## config.mk

```make
export PLATFORM = sky130hd
export DESIGN_NAME = pmc_power_mode_controller
export DESIGN_NICKNAME = d
export VERILOG_FILES = /design/src/rtl/pmc_pkg.sv /design/src/rtl/pmc_port_a_match.sv /design/src/rtl/pmc_counter.sv /design/src/rtl/pmc_power_mode_controller.sv
export SDC_FILE = /design/constraint.sdc
export NUM_CORES = 1
export LEC_CHECK = 0
export BUFFER_PORTS_ARGS = -buffer_cell sky130_fd_sc_hd__clkbuf_2
export CELL_PAD_IN_SITES_DETAIL_PLACEMENT = 1
export CELL_PAD_IN_SITES_GLOBAL_PLACEMENT = 1
export CORE_MARGIN = 3
export CORE_UTILIZATION = 37
export CTS_CLUSTER_DIAMETER = 120
export CTS_CLUSTER_SIZE = 25
export DETAILED_ROUTE_END_ITERATION = 8
export PLACE_DENSITY = 0.78
export SYNTH_ARGS = -nofsm -noshare
export SYNTH_HDL_FRONTEND = slang
export SYNTH_HIERARCHICAL = 1
export SYNTH_SLANG_ARGS = --single-unit
```

## constraint.sdc

```tcl
create_clock -name sys_clk -period 1.6 [get_ports sys_clk]
set_input_delay 0.08 -clock sys_clk [delete_from_list [all_inputs] [get_ports sys_clk]]
set_output_delay 0.08 -clock sys_clk [all_outputs]
set_load 0.02 [all_outputs]
```

## src/rtl/pmc_pkg.sv

```systemverilog
// Package with the constants and mode type of the power mode controller.
`default_nettype none
package pmc_pkg;
  // Operating modes of the controller.
  typedef enum logic [1:0] {
    PMC_ACTIVE,
    PMC_STANDBY,
    PMC_SLEEP,
    PMC_RESET
  } pmc_mode_e;
  // System clock rate in Hz.
  localparam int unsigned CLK_HZ            = 50_000_000;
  // Least high time on the reset terminal that wakes from sleep, in ns.
  localparam int unsigned WAKE_PULSE_NS     = 10_000;
  // Wake pulse as a cycle count, rounded up.
  localparam int unsigned WAKE_PULSE_CYC    = (WAKE_PULSE_NS * (CLK_HZ / 1_000_000) + 999) / 1000;
  // CPU reset hold interval in system clocks.
  localparam int unsigned CPU_HOLD_CYC      = 32768;
  // Counter widths.
  localparam int unsigned HOLD_W            = 16;
  localparam int unsigned WAKE_W            = 10;
  // Width of port A and of the combination select masks.
  localparam int unsigned PORT_W            = 4;
  // Reset value of the sleep write permit latch.
  localparam logic        PERMIT_RST        = 1'h0;
  // Reset value of a counter.
  localparam logic [HOLD_W-1:0] HOLD_ZERO   = 16'h0000;
  localparam logic [WAKE_W-1:0] WAKE_ZERO   = 10'h000;
endpackage : pmc_pkg
`default_nettype wire

```

## src/rtl/pmc_port_a_match.sv

```systemverilog
// Port A reset combination matcher, one select pair per bit.
`default_nettype none
module pmc_port_a_match (
  // Port A pins and the two select masks.
  input  wire logic [pmc_pkg::PORT_W-1:0] inputPortA,
  input  wire logic [pmc_pkg::PORT_W-1:0] comboSelOne,
  input  wire logic [pmc_pkg::PORT_W-1:0] comboSelTwo,
  // High when every bit term is true.
  output logic                            comboHit
);
  // Per-bit term: 00 never, 01 pin, 10 inverted pin, 11 don't care.
  logic [pmc_pkg::PORT_W-1:0] term;

  genvar i;
  generate
    for (i = 0; i < pmc_pkg::PORT_W; i++) begin : g_bit
      // Each bit picks its term from its select pair.
      assign term[i] = comboSelOne[i] ? (comboSelTwo[i] | ~inputPortA[i])
                                      : (comboSelTwo[i] & inputPortA[i]);
    end
  endgenerate

  // All terms are ANDed together.
  assign comboHit = &term;
endmodule : pmc_port_a_match
`default_nettype wire

```

## src/rtl/pmc_counter.sv

```systemverilog
// Up counter with clear that reports when a terminal count is reached.
`default_nettype none
module pmc_counter #(
  parameter int unsigned W      = 16,
  parameter int unsigned TARGET = 4
) (
  // Clock and synchronous reset.
  input  wire logic sys_clk,
  input  wire logic rst_n,
  // Count while high, clear while low.
  input  wire logic run,
  // High once the count has reached TARGET.
  output logic      done
);
  // Running count; saturates at TARGET.
  logic [W-1:0] count;

  // Counter holds at the target so done stays up until run drops.
  always_ff @(posedge sys_clk) begin
    if (!rst_n || !run) begin
      count <= '0;
    end else if (count != W'(TARGET)) begin
      count <= count + W'(1);
    end
  end

  // Done reaches the target count.
  assign done = (count == W'(TARGET));
endmodule : pmc_counter
`default_nettype wire

```

## src/rtl/pmc_power_mode_controller.sv

```systemverilog
// Operating mode controller: active, standby, sleep and reset hold.
`default_nettype none
module pmc_power_mode_controller (
  // Clock and power-on reset.
  input  wire logic                            sys_clk,
  input  wire logic                            rst_n,
  // CPU side requests.
  input  wire logic                            haltExec,
  input  wire logic                            sleepWrite,
  input  wire logic                            permitWrite,
  input  wire logic                            permitData,
  input  wire logic                            irqPending,
  // Other reset sources during active and standby.
  input  wire logic                            otherReset,
  // Reset terminal and port A.
  input  wire logic                            resetPin,
  input  wire logic [pmc_pkg::PORT_W-1:0]      inputPortA,
  // Option registers, written by firmware.
  input  wire logic                            optWrite,
  input  wire logic [pmc_pkg::PORT_W-1:0]      optComboSelOne,
  input  wire logic [pmc_pkg::PORT_W-1:0]      optComboSelTwo,
  input  wire logic                            optPortAWake,
  // Voltage level detector measure in progress.
  input  wire logic                            vldBusy,
  // Mode and status.
  output pmc_pkg::pmc_mode_e                   mode,
  output logic                                 sleep_write_permit,
  output logic                                 sleepFlag,
  output logic                                 port_a_wake_reset_option,
  // Clock and reset gates for the rest of the chip.
  output logic                                 cpuClkEn,
  output logic                                 cpuReset,
  output logic                                 sysReset,
  output logic                                 oscEn,
  output logic                                 oscWatchdogEn,
  output logic                                 periphRun,
  output logic                                 vldEn,
  output logic                                 strobeEn,
  // Pin control in sleep.
  output logic                                 portBFloat,
  output logic                                 serialFloat,
  output logic                                 buzzerFloat,
  output logic                                 portAEnable,
  output logic                                 portAPullEn
);
  ////////////////////////////////////////////////////////////////////////////
  // Option registers and combination matcher.
  ////////////////////////////////////////////////////////////////////////////

  // Combination select masks kept across every reset but power-on.
  logic [pmc_pkg::PORT_W-1:0] comboSelOne;
  logic [pmc_pkg::PORT_W-1:0] comboSelTwo;
  // Combination currently present on port A.
  logic                       comboHit;
  // Reset terminal high long enough to wake.
  logic                       wakePulseDone;
  // CPU hold interval complete.
  logic                       holdDone;
  // Voltage detector allowed to run in standby.
  logic                       vldRun;

  // Only power-on reset clears the option registers.
  always_ff @(posedge sys_clk) begin
    if (!rst_n) begin
      comboSelOne              <= '0;
      comboSelTwo              <= '0;
      port_a_wake_reset_option <= 1'h0;
    end else if (optWrite) begin
      comboSelOne              <= optComboSelOne;
      comboSelTwo              <= optComboSelTwo;
      port_a_wake_reset_option <= optPortAWake;
    end
  end

  // Matcher for the selected port A combination.
  pmc_port_a_match u_match (
    .inputPortA  (inputPortA),
    .comboSelOne (comboSelOne),
    .comboSelTwo (comboSelTwo),
    .comboHit    (comboHit)
  );

  ////////////////////////////////////////////////////////////////////////////
  // Timers.
  ////////////////////////////////////////////////////////////////////////////

  // Reset terminal filter used only to wake from sleep; a short glitch
  // restarts the count, standing in for the analogue filter.
  pmc_counter #(
    .W      (pmc_pkg::WAKE_W),
    .TARGET (pmc_pkg::WAKE_PULSE_CYC)
  ) u_wake (
    .sys_clk (sys_clk),
    .rst_n   (rst_n),
    .run     (resetPin && mode == pmc_pkg::PMC_SLEEP),
    .done    (wakePulseDone)
  );

  // CPU reset hold counter, run in the reset state.
  pmc_counter #(
    .W      (pmc_pkg::HOLD_W + 1),
    .TARGET (pmc_pkg::CPU_HOLD_CYC)
  ) u_hold (
    .sys_clk (sys_clk),
    .rst_n   (rst_n),
    .run     (mode == pmc_pkg::PMC_RESET && !resetPin),
    .done    (holdDone)
  );

  ////////////////////////////////////////////////////////////////////////////
  // Mode state machine.
  ////////////////////////////////////////////////////////////////////////////

  // The mode moves between active, standby, sleep and reset hold.
  // Power-on reset lands in the reset hold so the CPU waits too.
  always_ff @(posedge sys_clk) begin
    if (!rst_n) begin
      mode <= pmc_pkg::PMC_RESET;
    end else begin
      case (mode)
        pmc_pkg::PMC_ACTIVE: begin
          // Combination or any reset wins over a halt or sleep request.
          if (comboHit || otherReset || resetPin) begin
            mode <= pmc_pkg::PMC_RESET;
          end else if (sleepWrite && sleep_write_permit) begin
            mode <= pmc_pkg::PMC_SLEEP;
          end else if (haltExec) begin
            mode <= pmc_pkg::PMC_STANDBY;
          end
        end
        pmc_pkg::PMC_STANDBY: begin
          // Any reset wins; an enabled interrupt resumes execution.
          if (comboHit || otherReset || resetPin) begin
            mode <= pmc_pkg::PMC_RESET;
          end else if (irqPending) begin
            mode <= pmc_pkg::PMC_ACTIVE;
          end
        end
        pmc_pkg::PMC_SLEEP: begin
          // Only the filtered reset terminal or the enabled combination wakes.
          if (wakePulseDone || (port_a_wake_reset_option && comboHit)) begin
            mode <= pmc_pkg::PMC_RESET;
          end
        end
        pmc_pkg::PMC_RESET: begin
          // Leave only after the full oscillator start-up hold.
          if (holdDone) begin
            mode <= pmc_pkg::PMC_ACTIVE;
          end
        end
        default: begin
          mode <= pmc_pkg::PMC_RESET;
        end
      endcase
    end
  end

  ////////////////////////////////////////////////////////////////////////////
  // Sleep flag and permit latch.
  ////////////////////////////////////////////////////////////////////////////

  // The permit latch survives every reset but power-on, so firmware can
  // tell a wake from sleep from a fresh power-up.
  always_ff @(posedge sys_clk) begin
    if (!rst_n) begin
      sleep_write_permit <= pmc_pkg::PERMIT_RST;
    end else if (permitWrite) begin
      sleep_write_permit <= permitData;
    end
  end

  // Sleep flag reads high only while sleeping; the wake clears it.
  always_ff @(posedge sys_clk) begin
    if (!rst_n) begin
      sleepFlag <= 1'h0;
    end else if (mode == pmc_pkg::PMC_ACTIVE && sleepWrite && sleep_write_permit
                 && !(comboHit || otherReset || resetPin)) begin
      sleepFlag <= 1'h1;
    end else if (mode == pmc_pkg::PMC_SLEEP && (wakePulseDone
                 || (port_a_wake_reset_option && comboHit))) begin
      sleepFlag <= 1'h0;
    end
  end

  ////////////////////////////////////////////////////////////////////////////
  // Voltage level detector control.
  ////////////////////////////////////////////////////////////////////////////

  // In standby the detector keeps running only until its measure ends.
  always_ff @(posedge sys_clk) begin
    if (!rst_n) begin
      vldRun <= 1'h1;
    end else if (mode == pmc_pkg::PMC_ACTIVE) begin
      vldRun <= 1'h1;
    end else if (mode == pmc_pkg::PMC_STANDBY) begin
      vldRun <= vldRun && vldBusy;
    end else begin
      vldRun <= 1'h0;
    end
  end

  ////////////////////////////////////////////////////////////////////////////
  // Per-mode gates.
  ////////////////////////////////////////////////////////////////////////////

  // Instruction clock runs only when active; standby freezes CPU state.
  assign cpuClkEn      = (mode == pmc_pkg::PMC_ACTIVE);
  // Reset is held through sleep and the start-up hold.
  assign cpuReset      = (mode == pmc_pkg::PMC_RESET) || (mode == pmc_pkg::PMC_SLEEP);
  // System reset clears timers, counters, logic watchdog and flags.
  assign sysReset      = cpuReset;
  // Oscillator stops only in sleep.
  assign oscEn         = (mode != pmc_pkg::PMC_SLEEP);
  // Oscillator watchdog is inhibited in sleep and during start-up.
  assign oscWatchdogEn = (mode == pmc_pkg::PMC_ACTIVE) || (mode == pmc_pkg::PMC_STANDBY);
  // Display, interrupts, timers keep running in standby.
  assign periphRun     = oscWatchdogEn;
  assign vldEn         = oscWatchdogEn && vldRun;
  // Strobe stays usable in every mode.
  assign strobeEn      = 1'h1;
  // Pins float in sleep; pulls come from the option register elsewhere.
  assign portBFloat    = (mode == pmc_pkg::PMC_SLEEP);
  assign serialFloat   = portBFloat;
  assign buzzerFloat   = portBFloat;
  // Port A stays alive in sleep only for the wake combination.
  assign portAEnable   = !portBFloat || port_a_wake_reset_option;
  assign portAPullEn   = portAEnable;

  ////////////////////////////////////////////////////////////////////////////
  // Assertions.
  ////////////////////////////////////////////////////////////////////////////

  property p_active_exit;
    @(posedge sys_clk) disable iff (!rst_n)
    (mode == pmc_pkg::PMC_ACTIVE && !comboHit && !otherReset && !resetPin && !haltExec && !sleepWrite)
      |=> mode == pmc_pkg::PMC_ACTIVE;
  endproperty
  a_active_exit: assert property (p_active_exit) else $error("Active left without cause.");

  property p_halt;
    @(posedge sys_clk) disable iff (!rst_n)
    (mode == pmc_pkg::PMC_ACTIVE && haltExec && !sleepWrite && !comboHit && !otherReset && !resetPin)
      |=> !cpuClkEn && periphRun && oscEn;
  endproperty
  a_halt: assert property (p_halt) else $error("Halt did not stop only the CPU.");

  property p_standby_exit;
    @(posedge sys_clk) disable iff (!rst_n)
    (mode == pmc_pkg::PMC_STANDBY && irqPending && !comboHit && !otherReset && !resetPin)
      |=> cpuClkEn;
  endproperty
  a_standby_exit: assert property (p_standby_exit) else $error("Interrupt did not end standby.");

  property p_permit;
    @(posedge sys_clk) disable iff (!rst_n)
    (mode == pmc_pkg::PMC_ACTIVE && sleepWrite && !sleep_write_permit && !haltExec)
      |=> mode != pmc_pkg::PMC_SLEEP;
  endproperty
  a_permit: assert property (p_permit) else $error("Sleep entered without permit.");

  property p_sleep_gates;
    @(posedge sys_clk) disable iff (!rst_n)
    mode == pmc_pkg::PMC_SLEEP |-> !oscEn && cpuReset && portBFloat && buzzerFloat && !vldEn;
  endproperty
  a_sleep_gates: assert property (p_sleep_gates) else $error("Sleep gates wrong.");

  property p_hold;
    @(posedge sys_clk) disable iff (!rst_n)
    $rose(mode == pmc_pkg::PMC_RESET) |-> cpuReset [*8];
  endproperty
  a_hold: assert property (p_hold) else $error("Reset hold too short.");

  // Cycles spent in the reset hold with the reset terminal low.
  // The hold counter saturates and hides its value, so a plain count here
  // lets the check see the real length of the hold on its way out.
  logic [pmc_pkg::HOLD_W:0] holdCycles;

  // Helper count for the hold length check; it restarts as the hold does.
  always_ff @(posedge sys_clk) begin
    if (!rst_n || mode != pmc_pkg::PMC_RESET || resetPin) begin
      holdCycles <= '0;
    end else begin
      holdCycles <= holdCycles + (pmc_pkg::HOLD_W + 1)'(1);
    end
  end

  property p_hold_len;
    @(posedge sys_clk) disable iff (!rst_n)
    $fell(mode == pmc_pkg::PMC_RESET) |-> holdCycles >= pmc_pkg::CPU_HOLD_CYC;
  endproperty
  a_hold_len: assert property (p_hold_len) else $error("Reset hold ended before start-up time.");

  property p_wake_keeps_permit;
    @(posedge sys_clk) disable iff (!rst_n)
    (mode == pmc_pkg::PMC_SLEEP && !permitWrite) ##1 (mode == pmc_pkg::PMC_RESET)
      |-> sleep_write_permit == $past(sleep_write_permit) && !sleepFlag;
  endproperty
  a_wake_keeps_permit: assert property (p_wake_keeps_permit) else $error("Wake changed permit.");

  property p_port_a;
    @(posedge sys_clk) disable iff (!rst_n)
    (mode == pmc_pkg::PMC_SLEEP && !port_a_wake_reset_option) |-> !portAEnable && !portAPullEn;
  endproperty
  a_port_a: assert property (p_port_a) else $error("Port A active in sleep.");
endmodule : pmc_power_mode_controller
`default_nettype wire

```

== Yosys cells after proc, flatten, opt, wreduce, memory -nomap -nowiden ==
Cells that the tools add are included.
W data, S select, Z words.

* Add/sub/neg operators: 2
* Mux-type cells: 15
* Bitwise gates (word level): 13
* Reductions and logical operators: 29
* Eq/ne operators: 12

{| class="wikitable"
|+ Operators by type and width
! operator !! number
|-
| $add A17 B1 Y17 const B || 1
|-
| $eq A17 B16 Y1 const B || 1
|-
| $ne A17 B16 Y1 const B || 1
|-
| $mux W2 || 7
|-
| $add A10 B1 Y10 const B || 1
|-
| $eq A10 B9 Y1 const B || 1
|-
| $logic_and A1 B1 Y1 || 10
|-
| $ne A10 B9 Y1 const B || 1
|-
| $logic_or A1 B1 Y1 || 8
|-
| $pmux W2 S4 || 1
|-
| $reduce_and A4 Y1 || 2
|-
| $mux W1 || 7
|-
| $logic_not A1 Y1 || 6
|-
| $not A1 Y1 || 5
|-
| $and A1 B1 Y1 || 4
|-
| $eq A2 B2 Y1 const B || 2
|-
| $ne A2 B2 Y1 const B || 2
|-
| $ne A4 B2 Y1 const B || 1
|-
| $or A1 B1 Y1 || 4
|-
| $ne A3 B3 Y1 const B || 1
|-
| $eq A2 B1 Y1 const B || 1
|-
| $logic_not A2 Y1 || 1
|-
| $ne A2 B1 Y1 const B || 1
|-
| $reduce_bool A2 Y1 || 1
|-
| $reduce_or A2 Y1 || 1
|}

* Word-level logic and storage cells: 80
* Register bits after elaboration: 41
* Output and inout bits: 18
* Bits of input ports: 24

== Logic depth before layout (Yosys ltp) ==
Gate-level depths: netlist of run 1.

* Depth after elaboration: 9
* Depth in mapped cells: 8
* Gate-level depth less buffers: 8

== Cells and area by module ==
Netlist of run 1, hierarchy kept.

{| class="wikitable"
|+ Modules (own cells, without submodules)
! module !! instances !! cells an instance !! area each (um2) !! sequential area each (um2)
|-
| pmc_counter at u_hold || 1 || 95 || 854.6 || 340.3
|-
| pmc_power_mode_controller || 1 || 74 || 696.9 || 280.3
|-
| pmc_counter at u_wake || 1 || 55 || 484.2 || 200.2
|-
| pmc_port_a_match || 1 || 5 || 46.3 || 0.0
|}

== Worst setup path before layout of run 1 ==
No wires, ideal clock.

* Path type: flip-flop to flip-flop
* Start point: register mode[1]
* End point: register u_wake.count[3]
* Buffers on the path: 1
* Clock period less this slack: 2.081 ns
* Arrival time: 2.007 ns
* Cell stages (with the launch flop): 8
* Slack: -0.481 ns
* Cell sequence: dfxtp_1 -> buf_6 -> or2b_1 -> inv_1 -> and2_1 -> nand2_1 -> or3_1 -> o21ai_0

* Cells in the longest elaborated chain, start to end: 4

{| class="wikitable"
|+ RTL lines
! item !! RTL line !! RTL
|-
| start, declared || pmc_power_mode_controller.sv:26 || <nowiki>output pmc_pkg::pmc_mode_e mode,</nowiki>
|-
| start signal, assigned || pmc_power_mode_controller.sv:118 || <nowiki>mode <= pmc_pkg::PMC_RESET;</nowiki>
|-
| start signal, assigned || pmc_power_mode_controller.sv:124 || <nowiki>mode <= pmc_pkg::PMC_RESET;</nowiki>
|-
| start signal, assigned || pmc_power_mode_controller.sv:126 || <nowiki>mode <= pmc_pkg::PMC_SLEEP;</nowiki>
|-
| $eq A2 B2 Y1 || - ||
|-
| via buzzerFloat || pmc_power_mode_controller.sv:42 || <nowiki>output logic buzzerFloat,</nowiki>
|-
| $logic_and A1 B1 Y1 || pmc_power_mode_controller.sv:95 || <nowiki>.run (resetPin && mode == pmc_pkg::PMC_SLEEP),</nowiki>
|-
| $logic_not A1 Y1 || pmc_counter.sv:20 || <nowiki>if (!rst_n || !run) begin</nowiki>
|-
| $logic_or A1 B1 Y1 || pmc_counter.sv:20 ||
|-
| end signal, assigned || pmc_counter.sv:23 || <nowiki>count <= count + W'(1);</nowiki>
|-
| end, declared || pmc_counter.sv:16 || <nowiki>logic [W-1:0] count;</nowiki>
|}

The timed path passes the listed nets, and every way through them passes these cells.
A chain may end at the register's enable or synchronous reset.

== Worst setup path after layout of run 1 ==
* Start point: register comboSelOne[0] (netlist bit)
* End point: register mode[0]

* Cells in the longest elaborated chain, start to end: 6
* Elaborated cells on any way between the ends: 13
* Those cells by class: eq/ne: 3; mux: 4; reduce/logical: 6

{| class="wikitable"
|+ RTL lines
! item !! RTL line !! RTL
|-
| start, declared || pmc_power_mode_controller.sv:51 || <nowiki>logic [pmc_pkg::PORT_W-1:0] comboSelOne;</nowiki>
|-
| start signal, assigned || pmc_power_mode_controller.sv:69 || <nowiki>comboSelOne <= optComboSelOne;</nowiki>
|-
| $mux W1 * || pmc_port_a_match.sv:18 || <nowiki>assign term[i] = comboSelOne[i] ? (comboSelTwo[i] | ~inputPortA[i])</nowiki>
|-
| $reduce_and A4 Y1 * || pmc_port_a_match.sv:24 || <nowiki>assign comboHit = &term;</nowiki>
|-
| via comboHit || pmc_power_mode_controller.sv:54 || <nowiki>logic comboHit;</nowiki>
|-
| $logic_or A1 B1 Y1 or $logic_and A1 B1 Y1 (tied branches) || pmc_power_mode_controller.sv:123, pmc_power_mode_controller.sv:133, pmc_power_mode_controller.sv:141 ||
|-
| $logic_or A1 B1 Y1 (on tied branches) || pmc_power_mode_controller.sv:123, pmc_power_mode_controller.sv:133, pmc_power_mode_controller.sv:141 ||
|-
| $ne A4 B2 Y1 (no line), or another cell as far along || - ||
|-
| $reduce_and A4 Y1 (no line) or $pmux W2 S4 (tied branches) || - ||
|-
| end signal, assigned || pmc_power_mode_controller.sv:124 ||
|-
| end signal, assigned || pmc_power_mode_controller.sv:126 ||
|-
| end signal, assigned || pmc_power_mode_controller.sv:134 || <nowiki>mode <= pmc_pkg::PMC_RESET;</nowiki>
|}

The timed path passes the listed nets; every way through them passes the cells marked *.

==> results of run 1 <==
power by group:
part | leakage [nW] | switching [mW] | internal (mW)
Clock | 0.0585 | 0.352 | 0.509
Sequential | 0.334 | 0.0117 | 1.04
Combinational | 0.750 | 0.0710 | 0.0758
Total | 1.14 | 0.435 | 1.62
flip-flops by register name (all words and copies together) (netlist names):
| register | cells |
|---|---|
| u_hold/count | 17 |
| comboSelOne | 4 |
| mode | 2 |
| comboSelTwo | 4 |
| vldRun | 1 |
| port_a_wake_reset_option | 1 |
| u_wake/count | 10 |
| sleepFlag | 1 |
| sleep_write_permit | 1 |
cells by family (layout without fill, tap and decap cells):
kind of cell,Yosys count,after routing,share of synthesized area [%]
compound gates,26,26,7.75
xor+xnor,16,16,6.73
fa+ha+maj,4,4,2.40
buf+inv,24,90,6.67
flops,41,41,39.4
mux,18,18,8.71
other cells,1,1,0.180
simple gates,99,99,28.1
metal layers:
layer / track usage (%) / vias to the layer above / part of all wire (%)
met1: 20.1 / 904 / 46
met2: 28.9 / 36 / 48
met4: 6.42 / 0 / 1.8
met3: 4.43 / 8 / 4.7
li1: - / 931 / -
met5: 0 / - / 0
worst max path at each step:
stage                            startpoint                      endpoint  slack (ns)  depth (start not counted)
3_5_place_dp   u_hold/count[0]$_SDFFE_PP0P_          mode[0]$_SDFFE_PN1P_       -0.11                          8
2_1_floorplan          mode[1]$_SDFFE_PN1P_  u_wake/count[3]$_SDFFE_PP0P_       -0.02                          7
5_1_grt         comboSelOne[0]$_SDFFE_PN0P_        sleepFlag$_SDFFE_PN0P_       -0.06                          5
4_1_cts        u_hold/count[0]$_SDFFE_PP0P_          mode[0]$_SDFFE_PN1P_       -0.03                          8
3_3_place_gp    comboSelTwo[2]$_SDFFE_PN0P_        sleepFlag$_SDFFE_PN0P_       0.004                          5
6_report        comboSelOne[0]$_SDFFE_PN0P_          mode[0]$_SDFFE_PN1P_      -0.005                          5
stage by stage:
stage / cell area (µm²) / instances / worst slack [ns]
after floorplan: 2100 / 229 / -0.0215
after global placement: 2490 / 353 / 0.00419
after detailed placement: 2490 / 353 / -0.109
after CTS: 2650 / 363 / -0.0341
after global routing: 2710 / 365 / -0.0647
final: 2710 / 365 / -0.00500
tightest hold or removal path, cell delays in order:
cell and delay (ns):
sky130_fd_sc_hd__clkbuf_2 0.07, sky130_fd_sc_hd__mux2i_1 0.06, sky130_fd_sc_hd__nor2b_1 0.09
cells in the final DEF (no fill, tap or decap), drive strengths merged, types with 2 or more instances in the layout:
cell     n
clkbuf  47
dfxtp   41
buf     29
nor2    21
mux2i   17
nand2   14
nand3   13
inv     12
xnor2   11
nor2b   10
o21ai    9
nor4     9
nand4    9
a21oi    7
or3      6
xor2     5
ha       4
nor3     3
a21boi   2
and2     2
or4      2
nor4b    2
and4     2
cell type report:
class                   instances  area share [%]
flip-flops and latches         41            30.6
multi-input cells             164            44.4
repair buffers                 70            15.8
clock inverters                 1            1.11
clock buffers                   7            3.19
inverters                      12            1.75
well taps                      70            3.23
repair_timing:
action / in CTS / in global routing
hold buffers: 1 / 0
cloned: 0 / 0
buffers inserted: 1 / 2
hold endpoints to repair: 1 / 0
pin swaps: 1 / 3
endpoints found under the setup margin: 5 / 7
resized for setup: 4 / 15
==> summary.md, run 1 <==
| Metric | Value |
|---|---|
| Global-route usage over all layers | `16.9%` |
| Buf/Inv on CP | `0` |
| Most area-hungry cell type in the Yosys netlist | `sky130_fd_sc_hd__dfxtp_1` |
| Count of different cell masters after synthesis | `49` |
| Clock slew at the register clock pins of the worst setup and hold paths | `0.08 ns` |
| Lkg Pwr | `1.14 nW` |
| Endpoint of the worst hold-timing path | `port_a_wake_reset_option$_SDFFE_PN0P_` |
| Total nets after synthesis | `257` |
| Startpoint of the worst-slack reg-to-reg timing path | `comboSelOne[0]$_SDFFE_PN0P_` |
| Post-route antenna net violation count | `0` |
| Detailed-route via count | `1879` |
| Ratio of total power to cell area | `759 mW/mm²` |
| Worst hold slack | `0.0392 ns` |
| Initial cell density of the core | `39.5%` |
| Number of DRC violations after detailed routing | `0` |
| Violated checks | `setup timing` |
| Minimum period implied by the final worst setup slack | `1.60 ns` |
| Path type of the worst setup path | `reg -> reg` |
| Commonest cells in the synthesized netlist | `sky130_fd_sc_hd__dfxtp_1 (41), sky130_fd_sc_hd__nor2_1 (21), sky130_fd_sc_hd__mux2i_1 (17)` |
| Site Rows | `26` |
| Total clock buffers created by CTS | `5` |
| ANT cells | `0` |
| Area share of the largest cell type after synthesis | `39.4%` |
| Placer Congestion | `0.746` |
| Final Power | `2.06 mW` |
| Reg2reg path depth | `5` |
| Chip width | `81.0 µm` |
| Maximum fanout count along the critical path | `5` |
| Antenna violations before repair | `0` |
| Capturing point of the worst reg2reg path | `mode[0]$_SDFFE_PN1P_` |
| Most numerous cell in the Yosys netlist | `sky130_fd_sc_hd__dfxtp_1` |
| Number of enable flip-flop cells after synthesis | `0` |
| Async S/R FF share, synth | `0%` |
| Area of the core | `0.00527 mm²` |
| Top achievable clock speed | `0.623 GHz` |
| Height of the die | `81.0 µm` |
| Number of design-rule violations left by the first detailed-router iteration | `86` |
| Required time worst endpoint | `1.79 ns` |
| Final hold violation count | `0` |
| Cell-by-cell listing of the critical path | `mux2i_2, nor4_2, or4_4, a21o_2, a31o_2` |
| Post-layout utilization of the core | `51.4%` |
| Most area-consuming cells after synthesis | `sky130_fd_sc_hd__dfxtp_1 (39%), sky130_fd_sc_hd__mux2i_1 (8.2%), sky130_fd_sc_hd__xnor2_1 (4.6%), sky130_fd_sc_hd__nor2_1 (3.8%), sky130_fd_sc_hd__nand3_1 (3.1%)` |
| Cell with the largest stage delay on the worst path | `sky130_fd_sc_hd__or4_4` |
| Worst supply voltage drop on vdd | `0.316 mV` |
| Synth Area per Inst | `9.09 µm²` |
| CP Data Arrival Time | `1.80 ns` |
| Total wirelength of the detailed-routed design | `5.27 mm` |
| Origin of the worst min-delay path | `optPortAWake` |
| H-tree Lvls | `2` |
| Router iterations before antenna repair | `4` |
| Hold path cells | `3` |
| Clock sink count | `41` |
| Share of post-route cells with drive strength above 1 | `37.3%` |
| Setup-violating endpoint count in the final report | `1` |
| Flip-flop and latch count after synthesis | `41` |
| Root Buffer | `sky130_fd_sc_hd__clkbuf_8` |
| Warnings from Yosys | `6` |
| Run status | `finished with violations` |
| I/O pin cnt | `42` |
| CTS tree | `built` |
| Average routed wire per standard cell | `14.4 µm` |
| Sequential cell area | `828 µm²` |
| Layout net count | `322` |
| Path type of the worst min-delay path | `in -> reg` |
| Setup tns final | `-0.00500 ns` |
| Dominant register cell in the synthesized netlist | `sky130_fd_sc_hd__dfxtp_1` |
| Average vias per placed instance | `5.15` |
| Final Slew Violations | `0` |
| Combined area of the multi-input logic cells | `0.00120 mm²` |
| Slowest stage delay, CP | `0.46 ns` |
| Post-synthesis sequential area ratio | `39.4%` |
| Clock Tree Buf Depth | `2` |
| First-pass GRT wire length | `8.61 mm` |
| Nature of the critical path startpoint | `register` |
| Largest net degree at the start of global routing | `16` |
| Global route total overflow | `0` |
| Worst-case register-to-register setup slack | `-0.005 ns` |
| Crit path capture type | `register` |
| Part of the cycle the worst path needs | `100%` |
| Netlist area before placement | `0.00208 mm²` |
| Final setup slack of the worst path | `-0.00500 ns` |
| Vias in the first global route | `1871` |
| Later-pin clock latency in the skew report | `0.30 ns` |
| Number of port buffers | `40` |
| Top Family by Delay on Critical Path | `simple AND/OR/NAND/NOR gates` |
| Maximum Capacitance Violations | `0` |
| Layout fillers | `637` |
| Skew final | `0.00915 ns` |
| Die area | `0.00656 mm²` |
| RSZ-0062 raised after global routing | `true` |
| Post-synthesis cell count | `229` |
| Dpl hpwl | `3.80 mm` |
| Area overhead of the layout relative to synthesis | `30.2%` |
(Power assumes the default switching activity.)
==> inputs of run 2 (changes only) <==
--- a/config.mk
+++ b/config.mk
@@ -9,11 +9,12 @@
 export CELL_PAD_IN_SITES_DETAIL_PLACEMENT = 1
 export CELL_PAD_IN_SITES_GLOBAL_PLACEMENT = 1
 export CORE_MARGIN = 3
-export CORE_UTILIZATION = 37
+export CORE_UTILIZATION = 44
 export CTS_CLUSTER_DIAMETER = 120
 export CTS_CLUSTER_SIZE = 25
 export DETAILED_ROUTE_END_ITERATION = 8
-export PLACE_DENSITY = 0.78
+export GPL_TIMING_DRIVEN = 0
+export PLACE_DENSITY = 0.87
 export SYNTH_ARGS = -nofsm -noshare
 export SYNTH_HDL_FRONTEND = slang
 export SYNTH_HIERARCHICAL = 1
==> constraint.sdc (replaced) <==
create_clock -name sys_clk -period 2 [get_ports sys_clk]
set_input_delay 0.1 -clock sys_clk [delete_from_list [all_inputs] [get_ports sys_clk]]
set_output_delay 0.1 -clock sys_clk [all_outputs]
set_load 0.02 [all_outputs]
==> run 2 against run 1 <==
Effect of this change:
- the run now ends clean
- via count down 6.2%
- fmax down 11%
- power down 22%
- critical endpoint unchanged
- sequential share of layout area up 2.7 points
- routed wire length down 7.9%
- worst setup slack better by 0.20 ns
- clock skew up 0.00081 ns
- utilization up 3.8 points
- cell count down 9.9%
- largest power group unchanged
==> summary.md, run 2 (same netlist as run 1, synthesis figures left out) <==
| Metric | Value |
|---|---|
| Area of the core | `0.00447 mm²` |
| Maximum Capacitance Violations | `0` |
| Router iterations before antenna repair | `3` |
| Cell-by-cell listing of the critical path | `inv_1, ha_1, and4bb_2, nand3_1, inv_1, a21oi_1, nand2_1, a31o_2` |
| Largest registers ranked by flip-flop count | `u_hold/count x17, u_wake/count x10` |
| Height of the die | `74.8 µm` |
| Vias in the first global route | `1783` |
| Cell with the largest stage delay on the worst path | `sky130_fd_sc_hd__dfxtp_1` |
| Ratio of total power to cell area | `653 mW/mm²` |
| Crit path capture type | `register` |
| Final non-filler cell total | `329` |
| Fraction of met2 tracks used by global routing | `33.0%` |
| Required time worst endpoint | `2.19 ns` |
| Lkg Pwr | `1.02 nW` |
| Worst supply voltage drop on vdd | `0.398 mV` |
| ANT cells | `0` |
| Detailed-route via count | `1763` |
| Critical path startpoint | `u_wake/count[0]$_SDFFE_PP0P_` |
| Post-route cell area | `0.00247 mm²` |
| Final Power | `1.61 mW` |
| Dpl hpwl | `3.69 mm` |
| Largest net degree at the start of global routing | `14` |
| Origin of the worst min-delay path | `vldBusy` |
| Total instance count after detailed placement | `320` |
| Most frequent cells in the layout | `sky130_fd_sc_hd__dfxtp_1 (40), sky130_fd_sc_hd__clkbuf_2 (39), sky130_fd_sc_hd__nor2_1 (21)` |
| Global route total overflow | `0` |
| Total wirelength of the detailed-routed design | `4.85 mm` |
| Setup-violating endpoint count in the final report | `0` |
| Buf/Inv on CP | `2` |
| Nature of the critical path startpoint | `register` |
| Site Rows | `24` |
| Reg2reg path depth | `8` |
| Worst hold slack | `0.0429 ns` |
| Part of the cycle the worst path needs | `90.4%` |
| Largest Register | `u_hold/count` |
| Later-pin clock latency in the skew report | `0.29 ns` |
| Minimum period implied by the final worst setup slack | `1.81 ns` |
| Slowest stage delay, CP | `0.43 ns` |
| Layout net count | `304` |
| Number of flip-flops in the largest register | `17` |
| Met3 usage | `4.94%` |
| Area overhead of the layout relative to synthesis | `18.7%` |
| Top achievable clock speed | `0.553 GHz` |
| Skew final | `0.00996 ns` |
| Maximum fanout count along the critical path | `6` |
| Top Family by Delay on Critical Path | `compound AO/OA/AOI/OAI gates` |
| Average vias per placed instance | `5.36` |
| Number of port buffers | `39` |
| Die area | `0.00559 mm²` |
| Most congested layer reported by global routing | `met2` |
| Area after detailed placement | `0.00234 mm²` |
| Global-route usage over all layers | `18.8%` |
| Number of design-rule violations left by the first detailed-router iteration | `61` |
| Antenna violations before repair | `0` |
| H-tree Lvls | `2` |
| Share of post-route cells with drive strength above 1 | `26.4%` |
| Number of buffers inserted by hold repair at cts | `0` |
| Average routed wire per standard cell | `14.7 µm` |
| Clock sink count | `41` |
| Run status | `completed` |
| Cell repeated most along the worst path | `sky130_fd_sc_hd__inv_1` |
| RSZ-0062 raised after global routing | `false` |
| Total clock buffers created by CTS | `5` |
| CTS tree | `built` |
| Root Buffer | `sky130_fd_sc_hd__clkbuf_8` |
| Capturing point of the worst reg2reg path | `mode[0]$_SDFFE_PN1P_` |
| Transition at the pin with the smallest max-transition slack | `0.652 ns` |
| Final Slew Violations | `0` |
| Clock slew at the register clock pins of the worst setup and hold paths | `0.08 ns` |
| Met1 capacity usage during global routing | `21.9%` |
| Path type of the worst min-delay path | `in -> reg` |
| I/O pin cnt | `42` |
| CP Data Arrival Time | `2.00 ns` |
| Number of DRC violations after detailed routing | `0` |
| Chip width | `74.8 µm` |
| Initial cell density of the core | `46.5%` |
| Critical Path Sink | `mode[0]$_SDFFE_PN1P_` |
| Startpoint of the worst-slack reg-to-reg timing path | `u_wake/count[0]$_SDFFE_PP0P_` |
| First-pass GRT wire length | `7.99 mm` |
| Path type of the worst setup path | `reg -> reg` |
| Slew HR | `56.5%` |
| Post-route antenna net violation count | `0` |
| Instance count on the critical path | `8` |
| Worst-case register-to-register setup slack | `0.19 ns` |
| Layout fillers | `530` |
| Final hold violation count | `0` |
| Clock Tree Buf Depth | `2` |
| Most common library cell in the layout ignoring fill and taps | `sky130_fd_sc_hd__dfxtp_1` |
| Placer Congestion | `0.782` |
| Setup tns final | `0 ns` |
## run 2: cell types whose count changed in the layout (fill, tap and decap cells not counted), sizes merged
| cell | delta |
|---|---|
| buf | -20 |
| dlymetal6s2s | +1 |
| clkbuf | +1 |
## run 2: cell type report
class | count | area (µm²) | share of cell area [%]
multi-input cells | 164 | 1130 | 45.6
flip-flops and latches | 41 | 822 | 33.3
repair buffers | 40 | 203 | 8.20
plain buffers | 12 | 93.8 | 3.80
clock buffers | 7 | 86.3 | 3.49
well taps | 52 | 65.1 | 2.63
inverters | 12 | 45.0 | 1.82
clock inverters | 1 | 30.0 | 1.22
## run 2: worst register-to-register path: cells and delay by family (launching register included)
family / cells / cell delay [ns]
flip-flops: 1 / 0.43
AO/OA/AOI/OAI: 2 / 0.47
adder cells (fa/ha/maj): 1 / 0.19
AND/OR/NAND/NOR: 3 / 0.44
buffers and inverters: 2 / 0.18
## run 2: where the power goes
group | switching [mW] | leakage [nW] | internal (mW)
logic | 0.0474 | 0.630 | 0.0469
clock network | 0.271 | 0.0585 | 0.407
registers | 0.0109 | 0.332 | 0.831
## run 2: repair_timing
| item | in CTS | in global routing |
|---|---|---|
| buffers inserted | 0 | 1 |
| gates resized for setup | 0 | 2 |
| setup endpoints to repair | 0 | 3 |
## run 2: how the worst min path moves through the flow
stage	slack, ns	to	cells after the start
3_3_place_gp	0.32	vldRun$_SDFF_PP1_	3
3_5_place_dp	0.34	vldRun$_SDFF_PP1_	3
2_1_floorplan	0.22	vldRun$_SDFF_PP1_	2
4_1_cts	0.02	vldRun$_SDFF_PP1_	3
5_1_grt	0.06	vldRun$_SDFF_PP1_	3
6_report	0.04	vldRun$_SDFF_PP1_	3
## run 2: layer usage
metal,vias up,wire (µm)
li1,889,-
met4,0,71
met1,834,2220
met5,-,0
met3,5,197
met2,35,2360
## run 2: metrics by stage
stage	util (%)	setup slack [ns]
floorplan	-	0.0775
global placement	52.4	0.123
detailed placement	52.4	0.0496
CTS	55.0	0.0176
global route	55.2	0.0213
finish	55.2	0.192
==> inputs of run 3 (changes only) <==
--- a/config.mk
+++ b/config.mk
@@ -14,7 +14,7 @@
 export CTS_CLUSTER_SIZE = 25
 export DETAILED_ROUTE_END_ITERATION = 8
 export GPL_TIMING_DRIVEN = 0
-export PLACE_DENSITY = 0.87
+export PLACE_DENSITY_LB_ADDON = 0.1
 export SYNTH_ARGS = -nofsm -noshare
 export SYNTH_HDL_FRONTEND = slang
 export SYNTH_HIERARCHICAL = 1
==> run 3 against run 2 <==
Effect of this change:
- global-route usage decreased by 1.3 points
- count of clock-buffer cells in the layout decreased by 2
- die area unchanged
- cell area decreased by 1.0%
- fmax decreased by 2.0%
- utilization decreased by 0.56 points
- sequential power about the same
- flip-flop and latch count unchanged
- register-to-register slack got worse by 0.04 ns
- critical path type unchanged
- critical endpoint is now u_wake/count[3]$_SDFFE_PP0P_
- largest power group unchanged
==> summary.md, run 3 (same netlist as run 1, synthesis figures left out) <==
| Metric | Value |
|---|---|
| Run status | `completed` |
| Clock slew at the register clock pins of the worst setup and hold paths | `0.08 ns` |
| Capturing point of the worst reg2reg path | `u_wake/count[3]$_SDFFE_PP0P_` |
| Top achievable clock speed | `0.542 GHz` |
| Origin of the worst min-delay path | `vldBusy` |
| Clock sink count | `41` |
| Maximum Capacitance Violations | `0` |
| Total wirelength of the detailed-routed design | `4.66 mm` |
| Area overhead of the layout relative to synthesis | `17.5%` |
| Part of the cycle the worst path needs | `92.2%` |
| Largest registers ranked by flip-flop count | `u_hold/count x17, u_wake/count x10` |
| Lkg Pwr | `1.01 nW` |
| Largest net degree at the start of global routing | `14` |
| Router iterations before antenna repair | `4` |
| Startpoint of the worst-slack reg-to-reg timing path | `mode[1]$_SDFFE_PN1P_` |
| Area of the core | `0.00447 mm²` |
| Transition at the pin with the smallest max-transition slack | `0.693 ns` |
| Ratio of total power to cell area | `600 mW/mm²` |
| Skew final | `0.00320 ns` |
| Final hold violation count | `0` |
| Slew HR | `53.4%` |
| Total clock buffers created by CTS | `5` |
| Global route total overflow | `0` |
| Die area | `0.00559 mm²` |
| Hold path cells | `3` |
| Crit path capture type | `register` |
| Average routed wire per standard cell | `14.2 µm` |
| RSZ-0062 raised after global routing | `false` |
| I/O pin cnt | `42` |
| CP Data Arrival Time | `2.07 ns` |
| Largest Register | `u_hold/count` |
| Dpl hpwl | `3.54 mm` |
| Setup-violating endpoint count in the final report | `0` |
| Share of post-route cells with drive strength above 1 | `26.7%` |
| CTS tree | `built` |
| Clock Tree Buf Depth | `2` |
| Endpoint of the worst hold-timing path | `vldRun$_SDFF_PP1_` |
| Number of port buffers | `39` |
| Minimum period implied by the final worst setup slack | `1.84 ns` |
| Worst supply voltage drop on vdd | `0.335 mV` |
| ANT cells | `0` |
| Number of DRC violations after detailed routing | `0` |
| Number of design-rule violations left by the first detailed-router iteration | `74` |
| Worst-case register-to-register setup slack | `0.16 ns` |
| Antenna violations before repair | `0` |
| Placer Congestion | `0.776` |
| Critical path startpoint | `mode[1]$_SDFFE_PN1P_` |
| Height of the die | `74.8 µm` |
| Vias in the first global route | `1739` |
| Required time worst endpoint | `2.23 ns` |
| Layout net count | `304` |
| Path type of the worst min-delay path | `in -> reg` |
| Later-pin clock latency in the skew report | `0.29 ns` |
| Post-route antenna net violation count | `0` |
| Site Rows | `24` |
| Nature of the critical path startpoint | `register` |
| Setup tns final | `0 ns` |
| Most frequent cells in the layout | `sky130_fd_sc_hd__dfxtp_1 (40), sky130_fd_sc_hd__clkbuf_2 (39), sky130_fd_sc_hd__nor2_1 (21)` |
| Detailed-route via count | `1752` |
| Average vias per placed instance | `5.33` |
| Root Buffer | `sky130_fd_sc_hd__clkbuf_8` |
| Number of buffers inserted by hold repair at cts | `0` |
| Chip width | `74.8 µm` |
| First-pass GRT wire length | `7.65 mm` |
| Global-route usage over all layers | `17.5%` |
| Reg2reg path depth | `7` |
| Path type of the worst setup path | `reg -> reg` |
| Most common library cell in the layout ignoring fill and taps | `sky130_fd_sc_hd__dfxtp_1` |
| Final Slew Violations | `0` |
| Number of flip-flops in the largest register | `17` |
| H-tree Lvls | `2` |
| Maximum fanout count along the critical path | `10` |
| Initial cell density of the core | `46.5%` |
| Final Power | `1.47 mW` |
## run 3: how the worst max path moves through the flow
stage                                               to  slack (ns)  cells after the start
final                     u_wake/count[3]$_SDFFE_PP0P_        0.16                      7
after global placement            mode[0]$_SDFFE_PN1P_        0.09                      7
after detailed placement          mode[0]$_SDFFE_PN1P_        0.02                      7
after floorplan           u_wake/count[3]$_SDFFE_PP0P_        0.08                      7
after global routing      u_wake/count[3]$_SDFFE_PP0P_        0.01                      7
after CTS                 u_wake/count[3]$_SDFFE_PP0P_        0.08                      7
## run 3: critical path, cell delays in order, from the launching register on
cell and delay [ns]:
sky130_fd_sc_hd__dfxtp_2 0.34, sky130_fd_sc_hd__buf_6 0.13, sky130_fd_sc_hd__or2b_1 0.28, sky130_fd_sc_hd__inv_2 0.09, sky130_fd_sc_hd__and2_1 0.27, sky130_fd_sc_hd__nand2_2 0.18
sky130_fd_sc_hd__or3_1 0.37, sky130_fd_sc_hd__o21ai_0 0.13
## run 3: area by class of cell
cell class,instances,area (µm²)
plain buffers,12,93.8
clock inverters,3,17.5
repair buffers,40,203
inverters,12,45.0
well taps,52,65.1
fillers,565,2030
clock buffers,5,68.8
multi-input cells,164,1130
flip-flops and latches,41,822
## run 3: stage by stage
step	setup slack, ns	hold slack [ns]	instance area [µm²]	instances	utilization, %
floorplan	0.0775	0.222	2080	229	-
global placement	0.0858	0.324	2340	320	52.4
detailed placement	0.0228	0.324	2340	320	52.4
CTS	0.0844	0.0124	2440	329	54.5
global route	0.0111	0.0607	2450	329	54.7
finish	0.155	0.0197	2450	329	54.7
## run 3: layer usage
layer / GRT usage [%] / wire length (µm) / vias to the layer above
met5: 0 / 0 / -
met4: 6.32 / 61 / 0
met3: 3.60 / 131 / 6
met2: 30.2 / 2250 / 34
met1: 21.6 / 2220 / 819
li1: - / - / 893
## run 3: power by group
| group | switching, mW | internal [mW] | leakage [nW] |
|---|---|---|---|
| Sequential | 0.0101 | 0.830 | 0.332 |
| Clock | 0.292 | 0.241 | 0.0439 |
| Combinational | 0.0464 | 0.0475 | 0.632 |
| Total | 0.348 | 1.12 | 1.01 |
## run 3: timing repair
| item | in CTS | in global routing |
|---|---|---|
| gates resized for setup | 0 | 2 |
| buffers inserted | 1 | 0 |
| gates cloned | 0 | 0 |
| pin swaps | 1 | 0 |
| endpoints found under the setup margin | 1 | 3 |
